### src/irq_flags_pkg.sv
// Purpose: shared constants and carriers for the request enable and
//          contactless error flag block
// Assumes: registers are 8 bits wide, one per aligned 32-bit APB word
// Notes:   register indices are word numbers; byte address is index * 4
package irq_flags_pkg;

	// ----------------------------------------------------------------
	// register indices and bus constants
	// ----------------------------------------------------------------
	localparam logic [9:0] request_flags0_idx = 10'h006;
	localparam logic [9:0] request_flags1_idx = 10'h007;
	localparam logic [9:0] enable_group0_idx  = 10'h008;
	localparam logic [9:0] enable_group1_idx  = 10'h009;
	localparam logic [9:0] error_flags_idx    = 10'h00A;
	localparam logic [7:0] enable0_reset      = 8'h00;
	localparam logic [7:0] enable1_reset      = 8'h00;
	localparam logic [7:0] request_reset      = 8'h00;
	localparam logic [7:0] error_reset        = 8'h00;

	// ----------------------------------------------------------------
	// field positions
	// ----------------------------------------------------------------
	localparam int set_select_bit         = 7;
	localparam int pin_polarity_bit       = 7;
	localparam int pin_drive_bit          = 7;
	localparam int pin_routing_bit        = 6;
	localparam int combined_bit           = 6;
	localparam int card_sense_bit         = 5;
	localparam int nvm_err_bit            = 7;
	localparam int wr_violation_bit       = 6;
	localparam int overflow_bit           = 5;
	localparam int short_frame_bit        = 4;
	localparam int empty_send_bit         = 3;
	localparam int fault_request_bit      = 1;
	localparam int timer_count            = 5;

	// ----------------------------------------------------------------
	// frame length limits and transceiver state codes
	// ----------------------------------------------------------------
	localparam logic [3:0] min_frame_bits  = 4'h4;
	localparam logic [3:0] min_emd_bytes   = 4'h3;
	localparam logic [2:0] state_rx_wait   = 3'h5;
	localparam logic [2:0] state_wait_data = 3'h6;
	localparam logic [2:0] state_receiving = 3'h7;

	// hardware request sources, one pulse per event
	typedef struct packed {
		logic       high_level_alert;
		logic       low_level_alert;
		logic       cmd_done;
		logic       send_done;
		logic       frame_start;
		logic       card_sense;
		logic [4:0] counter_underflow;
	} request_events_t;

	// receive frame end report
	typedef struct packed {
		logic       frame_end;
		logic [3:0] bit_count;
		logic [3:0] byte_count;
	} frame_report_t;

endpackage

### src/irq_enable_and_error_flags.sv
// Purpose: request flags, enable masking, interrupt pin drive and the
//          contactless error flags, reached over APB
// Assumes: all event inputs are one-cycle pulses synchronous to pclk
// Notes:   one wait state on every APB access; prdata is registered
//
// The APB interface to the registers is this design's own decision.
`timescale 1ns/1ps
module irq_enable_and_error_flags #(
	parameter int addr_width = 12
) (
	input  wire logic                           pclk,
	input  wire logic                           presetn,
	input  wire logic                           psel,
	input  wire logic                           penable,
	input  wire logic                           pwrite,
	input  wire logic [addr_width-1:0]          paddr,
	input  wire logic [31:0]                    pwdata,
	output logic      [31:0]                    prdata,
	output logic                                pready,
	output logic                                pslverr,
	input  wire irq_flags_pkg::request_events_t req_events,
	input  wire irq_flags_pkg::frame_report_t   frame_report,
	input  wire logic                           emd_suppress,
	input  wire logic                           nvm_cmd_end,
	input  wire logic                           nvm_cmd_fail,
	input  wire logic                           queue_write,
	input  wire logic                           queue_full,
	input  wire logic                           queue_empty,
	input  wire logic                           queue_flush,
	input  wire logic                           crc_sending,
	input  wire logic                           auth_active,
	input  wire logic [2:0]                     comm_state,
	input  wire logic                           cl_cmd_start,
	input  wire logic                           receive_phase_start,
	input  wire logic                           multi_frame_receive,
	input  wire logic                           error_flags_stored,
	input  wire logic                           send_request,
	input  wire logic                           framing_rule_error,
	input  wire logic                           parity_crc_error,
	output logic                                queue_write_accept,
	output logic                                receive_decoder,
	output logic                                combined_request,
	output logic                                irq_out,
	output logic                                irq_oe
);

	// ----------------------------------------------------------------
	// register state
	// ----------------------------------------------------------------
	logic [7:0]  enable0_reg;
	logic [7:0]  enable1_reg;
	logic [7:0]  request0_reg;
	logic [7:0]  request0_next;
	logic [5:0]  request1_reg;
	logic [5:0]  request1_next;
	logic [7:0]  error_reg;
	logic [7:0]  error_next;
	logic [31:0] prdata_reg;
	logic        pready_reg;
	logic        pslverr_reg;
	logic        irq_out_reg;
	logic        irq_oe_reg;
	logic        decoder_reg;

	// ----------------------------------------------------------------
	// apb decode
	// ----------------------------------------------------------------
	wire logic [9:0] word_idx   = 10'(paddr[addr_width-1:2]);
	wire logic       aligned    = (paddr[1:0] == 2'h0);
	wire logic       access     = psel & penable;
	wire logic       commit     = access & pready_reg;
	wire logic       hit_req0   = aligned &
		(word_idx == irq_flags_pkg::request_flags0_idx);
	wire logic       hit_req1   = aligned &
		(word_idx == irq_flags_pkg::request_flags1_idx);
	wire logic       hit_en0    = aligned &
		(word_idx == irq_flags_pkg::enable_group0_idx);
	wire logic       hit_en1    = aligned &
		(word_idx == irq_flags_pkg::enable_group1_idx);
	wire logic       hit_err    = aligned &
		(word_idx == irq_flags_pkg::error_flags_idx);
	wire logic       mapped     = hit_req0 | hit_req1 | hit_en0 |
		hit_en1 | hit_err;
	wire logic       wr_commit  = commit & pwrite & mapped;
	wire logic       wr_req0    = wr_commit & hit_req0;
	wire logic       wr_req1    = wr_commit & hit_req1;
	// a read-only error register ignores writes but answers without error
	wire logic       set_mode   = pwdata[irq_flags_pkg::set_select_bit];

	// ----------------------------------------------------------------
	// error flag set and clear terms
	// ----------------------------------------------------------------
	wire logic rx_phase = (comm_state == irq_flags_pkg::state_rx_wait) |
		(comm_state == irq_flags_pkg::state_wait_data) |
		(comm_state == irq_flags_pkg::state_receiving);
	wire logic wr_violation_set = queue_write &
		(crc_sending | rx_phase | auth_active);
	// multi-frame receive moves the clear to after the flag store
	wire logic wr_violation_clr = multi_frame_receive ?
		error_flags_stored : cl_cmd_start;
	wire logic overflow_set  = queue_write & queue_full;
	wire logic short_bits    = frame_report.frame_end &
		(frame_report.bit_count < irq_flags_pkg::min_frame_bits);
	wire logic short_bytes   = frame_report.frame_end & emd_suppress &
		(frame_report.byte_count < irq_flags_pkg::min_emd_bytes);
	wire logic frame_drop    = short_bits | short_bytes;
	wire logic frame_keep    = frame_report.frame_end & ~frame_drop;
	wire logic empty_send_set = send_request & queue_empty;

	// queue writes are refused while overflow is flagged
	assign queue_write_accept = queue_write & ~queue_full &
		~error_reg[irq_flags_pkg::overflow_bit];

	// error register next value; a set in the clearing cycle wins
	always_comb begin
		error_next = error_reg;
		if (nvm_cmd_end) begin
			error_next[irq_flags_pkg::nvm_err_bit] = nvm_cmd_fail;
		end
		if (wr_violation_clr) begin
			error_next[irq_flags_pkg::wr_violation_bit] = 1'b0;
		end
		if (wr_violation_set) begin
			error_next[irq_flags_pkg::wr_violation_bit] = 1'b1;
		end
		if (queue_flush) begin
			error_next[irq_flags_pkg::overflow_bit] = 1'b0;
		end
		if (overflow_set) begin
			error_next[irq_flags_pkg::overflow_bit] = 1'b1;
		end
		if (receive_phase_start) begin
			error_next[irq_flags_pkg::short_frame_bit] = 1'b0;
		end
		if (short_bits) begin
			error_next[irq_flags_pkg::short_frame_bit] = 1'b1;
		end
		if (cl_cmd_start) begin
			error_next[irq_flags_pkg::empty_send_bit] = 1'b0;
		end
		if (empty_send_set) begin
			error_next[irq_flags_pkg::empty_send_bit] = 1'b1;
		end
	end

	// flags hold between their set and clear events
	always_ff @(posedge pclk or negedge presetn) begin
		if (!presetn) begin
			error_reg <= irq_flags_pkg::error_reset;
		end else begin
			error_reg <= error_next;
		end
	end

	// ----------------------------------------------------------------
	// request flags
	// ----------------------------------------------------------------
	wire logic fault_source = error_reg[irq_flags_pkg::wr_violation_bit] |
		error_reg[irq_flags_pkg::overflow_bit] | framing_rule_error |
		error_reg[irq_flags_pkg::empty_send_bit] |
		parity_crc_error;
	wire logic [7:0] hw_set0 = {1'b0, req_events.high_level_alert,
		req_events.low_level_alert, req_events.cmd_done,
		req_events.send_done, frame_keep, fault_source,
		req_events.frame_start};
	wire logic [5:0] hw_set1 = {req_events.card_sense,
		req_events.counter_underflow};

	// host set or clear by ones, hardware set applied last so it wins
	always_comb begin
		request0_next = request0_reg;
		request1_next = request1_reg;
		if (wr_req0) begin
			request0_next = set_mode ? (request0_reg | pwdata[7:0]) :
				(request0_reg & ~pwdata[7:0]);
		end
		if (wr_req1) begin
			request1_next = set_mode ? (request1_reg | pwdata[5:0]) :
				(request1_reg & ~pwdata[5:0]);
		end
		request0_next = request0_next | hw_set0;
		request0_next[irq_flags_pkg::set_select_bit] = 1'b0;
		request1_next = request1_next | hw_set1;
	end

	always_ff @(posedge pclk or negedge presetn) begin
		if (!presetn) begin
			request0_reg <= irq_flags_pkg::request_reset;
			request1_reg <= 6'h00;
		end else begin
			request0_reg <= request0_next;
			request1_reg <= request1_next;
		end
	end

	// ----------------------------------------------------------------
	// enable masking and combined request
	// ----------------------------------------------------------------
	// one and gate per source keeps each mask bit independent
	wire logic [6:0] masked0 = request0_reg[6:0] &
		enable0_reg[6:0];
	wire logic [5:0] masked1 = request1_reg &
		enable1_reg[5:0];
	// bits 1 and 0 of masked0 carry fault and frame start
	// bit 2 of masked0 carries receive done
	assign combined_request = (|masked0) | (|masked1);

	// ----------------------------------------------------------------
	// interrupt pin
	// ----------------------------------------------------------------
	wire logic routed = enable1_reg[irq_flags_pkg::pin_routing_bit] &
		combined_request;
	// unrouted request gives the inactive level after inversion
	wire logic pin_level = routed ^
		enable0_reg[irq_flags_pkg::pin_polarity_bit];
	wire logic push_pull = enable1_reg[irq_flags_pkg::pin_drive_bit];
	// open drain only pulls low, and floats while unrouted
	wire logic oe_next = push_pull ? 1'b1 :
		(enable1_reg[irq_flags_pkg::pin_routing_bit] &
		~pin_level);
	wire logic out_next = push_pull ? pin_level : 1'b0;

	always_ff @(posedge pclk or negedge presetn) begin
		if (!presetn) begin
			irq_out_reg <= 1'b0;
			irq_oe_reg  <= 1'b0;
		end else begin
			irq_out_reg <= out_next;
			irq_oe_reg  <= oe_next;
		end
	end

	// ----------------------------------------------------------------
	// receive decoder enable
	// ----------------------------------------------------------------
	// a dropped frame leaves the decoder armed for the next one
	always_ff @(posedge pclk or negedge presetn) begin
		if (!presetn) begin
			decoder_reg <= 1'b0;
		end else if (receive_phase_start) begin
			decoder_reg <= 1'b1;
		end else if (frame_keep) begin
			decoder_reg <= 1'b0;
		end
	end

	// ----------------------------------------------------------------
	// apb registers and read path
	// ----------------------------------------------------------------
	always_ff @(posedge pclk or negedge presetn) begin
		if (!presetn) begin
			enable0_reg <= irq_flags_pkg::enable0_reset;
			enable1_reg <= irq_flags_pkg::enable1_reset;
		end else begin
			if (wr_commit & hit_en0) begin
				enable0_reg <= pwdata[7:0];
			end
			if (wr_commit & hit_en1) begin
				enable1_reg <= pwdata[7:0];
			end
		end
	end

	wire logic [7:0] read_byte =
		hit_req0 ? request0_reg :
		hit_req1 ? {1'b0, combined_request, request1_reg} :
		hit_en0  ? enable0_reg :
		hit_en1  ? enable1_reg :
		hit_err  ? error_reg : 8'h00;

	// one wait state so read data comes from a flip-flop
	always_ff @(posedge pclk or negedge presetn) begin
		if (!presetn) begin
			pready_reg  <= 1'b0;
			pslverr_reg <= 1'b0;
			prdata_reg  <= 32'h00000000;
		end else begin
			pready_reg  <= access & ~pready_reg;
			pslverr_reg <= access & ~pready_reg & ~mapped;
			if (access & ~pready_reg & ~pwrite) begin
				prdata_reg <= {24'h000000, read_byte};
			end
		end
	end

	assign prdata          = prdata_reg;
	assign pready          = pready_reg;
	assign pslverr         = pslverr_reg;
	assign irq_out         = irq_out_reg;
	assign irq_oe          = irq_oe_reg;
	assign receive_decoder = decoder_reg;
endmodule

### config.mk
export PLATFORM = sky130hd
export DESIGN_NAME = irq_enable_and_error_flags
export DESIGN_NICKNAME = d
export VERILOG_FILES = /design/src/irq_flags_pkg.sv /design/src/irq_enable_and_error_flags.sv
export SDC_FILE = /design/constraint.sdc
export NUM_CORES = 1
export LEC_CHECK = 0
export BUFFER_PORTS_ARGS = -buffer_cell sky130_fd_sc_hd__buf_2
export CORE_MARGIN = 1.5
export CORE_UTILIZATION = 51
export CTS_BUF_LIST = sky130_fd_sc_hd__clkbuf_8
export DETAILED_ROUTE_END_ITERATION = 10
export GPL_TIMING_DRIVEN = 0
export HOLD_SLACK_MARGIN = 0.03
export PLACE_DENSITY_LB_ADDON = 0.12
export SETUP_SLACK_MARGIN = 0.05
export SLEW_MARGIN = 20
export SYNTH_ARGS = -nofsm -noshare
export SYNTH_HDL_FRONTEND = slang
export SYNTH_SLANG_ARGS = --single-unit
### constraint.sdc
create_clock -name pclk -period 2.7 [get_ports pclk]
set_input_delay 0.405 -clock pclk [delete_from_list [all_inputs] [get_ports pclk]]
set_output_delay 0.405 -clock pclk [all_outputs]
set_load 0.02 [all_outputs]
==> impl_metrics.json <==
{
  "rows": 25,
  "hold_violations": 0,
  "switching_share": 0.254,
  "power_frac_clock": 0.358,
  "dr.pass1.iters": 4,
  "final-setup-viol-count": 0,
  "drive_above_1_share": 0.369,
  "diodes": 0,
  "switchingPower_uw": 379,
  "fin_setup_tns_ps": 0,
  "clockBufferDepth": 2,
  "cts_buffers": 5,
  "cp_top_family": "simple AND/OR/NAND/NOR gates",
  "grt_pass1_vias": 2102,
  "maxSlewViolCount": 0,
  "die_h_um": 74.5,
  "cts_resized": 0,
  "fin_crit_ps": 2070,
  "layout.cells.non_filler": 422,
  "die_w_um": 74.5,
  "ios": 127,
  "yosysUniqueCellTypes": 47,
  "finClkSkew_ps": 5.45,
  "cts_sinks": 47,
  "worst-r2r-setup-slack_ps": 880,
  "vias_per_cell": 5.35,
  "synthArstFlopShare": 1.00,
  "peakVddDrop_uv": 325,
  "criticalPathCategory": "in -> reg",
  "clkLatencyLatePin_ps": 300,
  "postCtsSetupBuffers": 0,
  "crit_arrival_ps": 2260,
  "grt_use_total": 0.242,
  "grt_overflow": 0,
  "yosys.area.top_type_share": 0.451,
  "reg2reg_from": "pready$_DFF_PN0_",
  "required_ps": 2890,
  "end_kind": "register",
  "cp_max_fo": 9,
  "p_seq_frac": 0.492,
  "gp_congestion": 0.866,
  "start_util": 0.542,
  "postLayoutCoreUtil": 0.681,
  "cp.depth": 5,
  "maxCapViolCount": 0,
  "timing.final.ws_setup_ps": 631,
  "p_leak_uw": 0.00160,
  "die_area_mm2": 0.00555,
  "place.port_buffers": 75,
  "yosysWarningCount": 0,
  "ys_seq_elements": 47,
  "syn_area_mm2": 0.00261,
  "synth_area_leaders": "dfrtp_1 45%, buf_4 7.2%, mux2_2 6.5%, a311o_1 4.6%, o21ai_0 3.5%",
  "coreArea_mm2": 0.00482,
  "combPwrFrac": 0.150,
  "period_share": 0.766,
  "root_buffer": "clkbuf_8",
  "grt_pass1_wl_um": 9940,
  "slowest_delay_ps": 570,
  "pre_cts_slack_ps": 309,
  "r2r-end": "request0_reg[2]$_DFF_PN0_",
  "syn_avg_cell_area_um2": 10.5,
  "clk_pin_slew_ps": 80,
  "cp_cell_sequence": "buf_2 -> nor4b_2 -> nand3_1 -> nor3_4 -> mux2_2",
  "antenna_found_initial": 0,
  "power.density_mw_per_mm2": 454,
  "tightestPinTransition_ps": 688,
  "synth_commonest_cells": "47 x dfrtp_1, 25 x buf_4, 19 x nand2_1",
  "drt_iter0_drc": 145,
  "ys_seq_area_frac": 0.451,
  "cts_max_level": 2,
  "startpoint_type": "input port",
  "max-slew-margin-rel": 0.539,
  "timing.fmax_mhz": 483,
  "wl_per_cell_um": 14.9,
  "area_delta_synth_final_pct": 25.7,
  "finalHoldWorstSlack_ps": 101,
  "routed_wl_um": 6300,
  "status": "completed",
  "syn-instance-count": 249,
  "antenna_left": 0,
  "rsz0062_at_grt": "no",
  "dpl.hpwl_um": 4800,
  "placed_cells": 414,
  "grt_max_degree": 48,
  "reg2reg_depth": 5,
  "synth.most_common_cell": "dfrtp_1",
  "crit_buf_inv": 1,
  "cts_tree": "done",
  "synth_top_area_cell": "dfrtp_1",
  "final_net_count": 442,
  "p_int_uw": 1110,
  "cp_slowest_cell": "nor4b_2",
  "hold_class": "in -> async",
  "vias": 2256,
  "synth_edf_count": 0,
  "drcViolationCount": 0,
  "hold_buffers": 0,
  "yosys_most_used_dff": "dfrtp_1"
}
cells by family (layout without fill, tap and decap cells):
group | Yosys count | count (layout) | synth area share
buffers and inverters | 41 | 124 | 0.0978
AO/OA/AOI/OAI | 79 | 79 | 0.230
AND/OR/NAND/NOR | 60 | 60 | 0.132
multiplexers | 20 | 20 | 0.0839
XOR/XNOR | 1 | 1 | 0.00336
other | 1 | 24 | 0.00144
flip-flops | 47 | 47 | 0.451
cell usage in the layout (no fill, tap or decap), types with 4 or more instances in the layout:
cell      count
buf_2        74
dfrtp_1      47
buf_4        26
conb_1       24
nand2_1      19
o21ai_0      18
mux2_2       15
nor2_1       14
a311o_1      12
a21boi_0     10
inv_1         8
a21boi_1      6
clkbuf_8      6
a22o_1        5
a221oi_1      5
clkbuf_1      5
mux2i_1       5
and3_1        4
nand3_1       4
stage by stage:
stage | instance area (um^2) | total power [uW]
2_1_floorplan | 2700 | 870
3_3_place_gp | 3150 | 964
3_5_place_dp | 3150 | 968
4_1_cts | 3270 | 1500
5_1_grt | 3280 | 1550
6_report | 3280 | 1490
routing by layer:
layer  wire length (um)  vias to the layer above  track usage
met1               2830                     1052        0.327
met4                173                        0        0.101
met3                418                       16       0.0488
met5                  0                        -            0
met2               2880                       93        0.384
li1                   -                     1095            -
power by group through the flow:
stage,sequential [uW],clock (uW),combinational (uW)
floorplan,759,0,111
global placement,745,0,218
detailed placement,747,0,221
CTS,733,542,223
finish,733,533,224
global route,735,570,246
worst max path at each step:
stage                                             to  startpoint  slack (ps)
after floorplan            request0_reg[1]$_DFF_PN0_    paddr[7]         760
after global placement    enable1_reg[1]$_DFFE_PN0P_    paddr[4]         330
after detailed placement  enable1_reg[0]$_DFFE_PN0P_    paddr[4]         310
after CTS                 enable1_reg[5]$_DFFE_PN0P_    paddr[4]         630
after global routing      enable1_reg[2]$_DFFE_PN0P_    paddr[4]         490
final                     enable1_reg[5]$_DFFE_PN0P_    paddr[4]         630
cell type report:
cell class | instances | area, um^2
fill | 405 | 1540
multi-input combinational | 184 | 1270
sequential | 47 | 1180
timing repair buffer | 75 | 378
buffer | 33 | 225
tap | 67 | 83.8
clock buffer | 6 | 82.6
clock inverter | 2 | 35.0
inverter | 8 | 30.0
No activity file was read; power rests on OpenSTA's default activity.
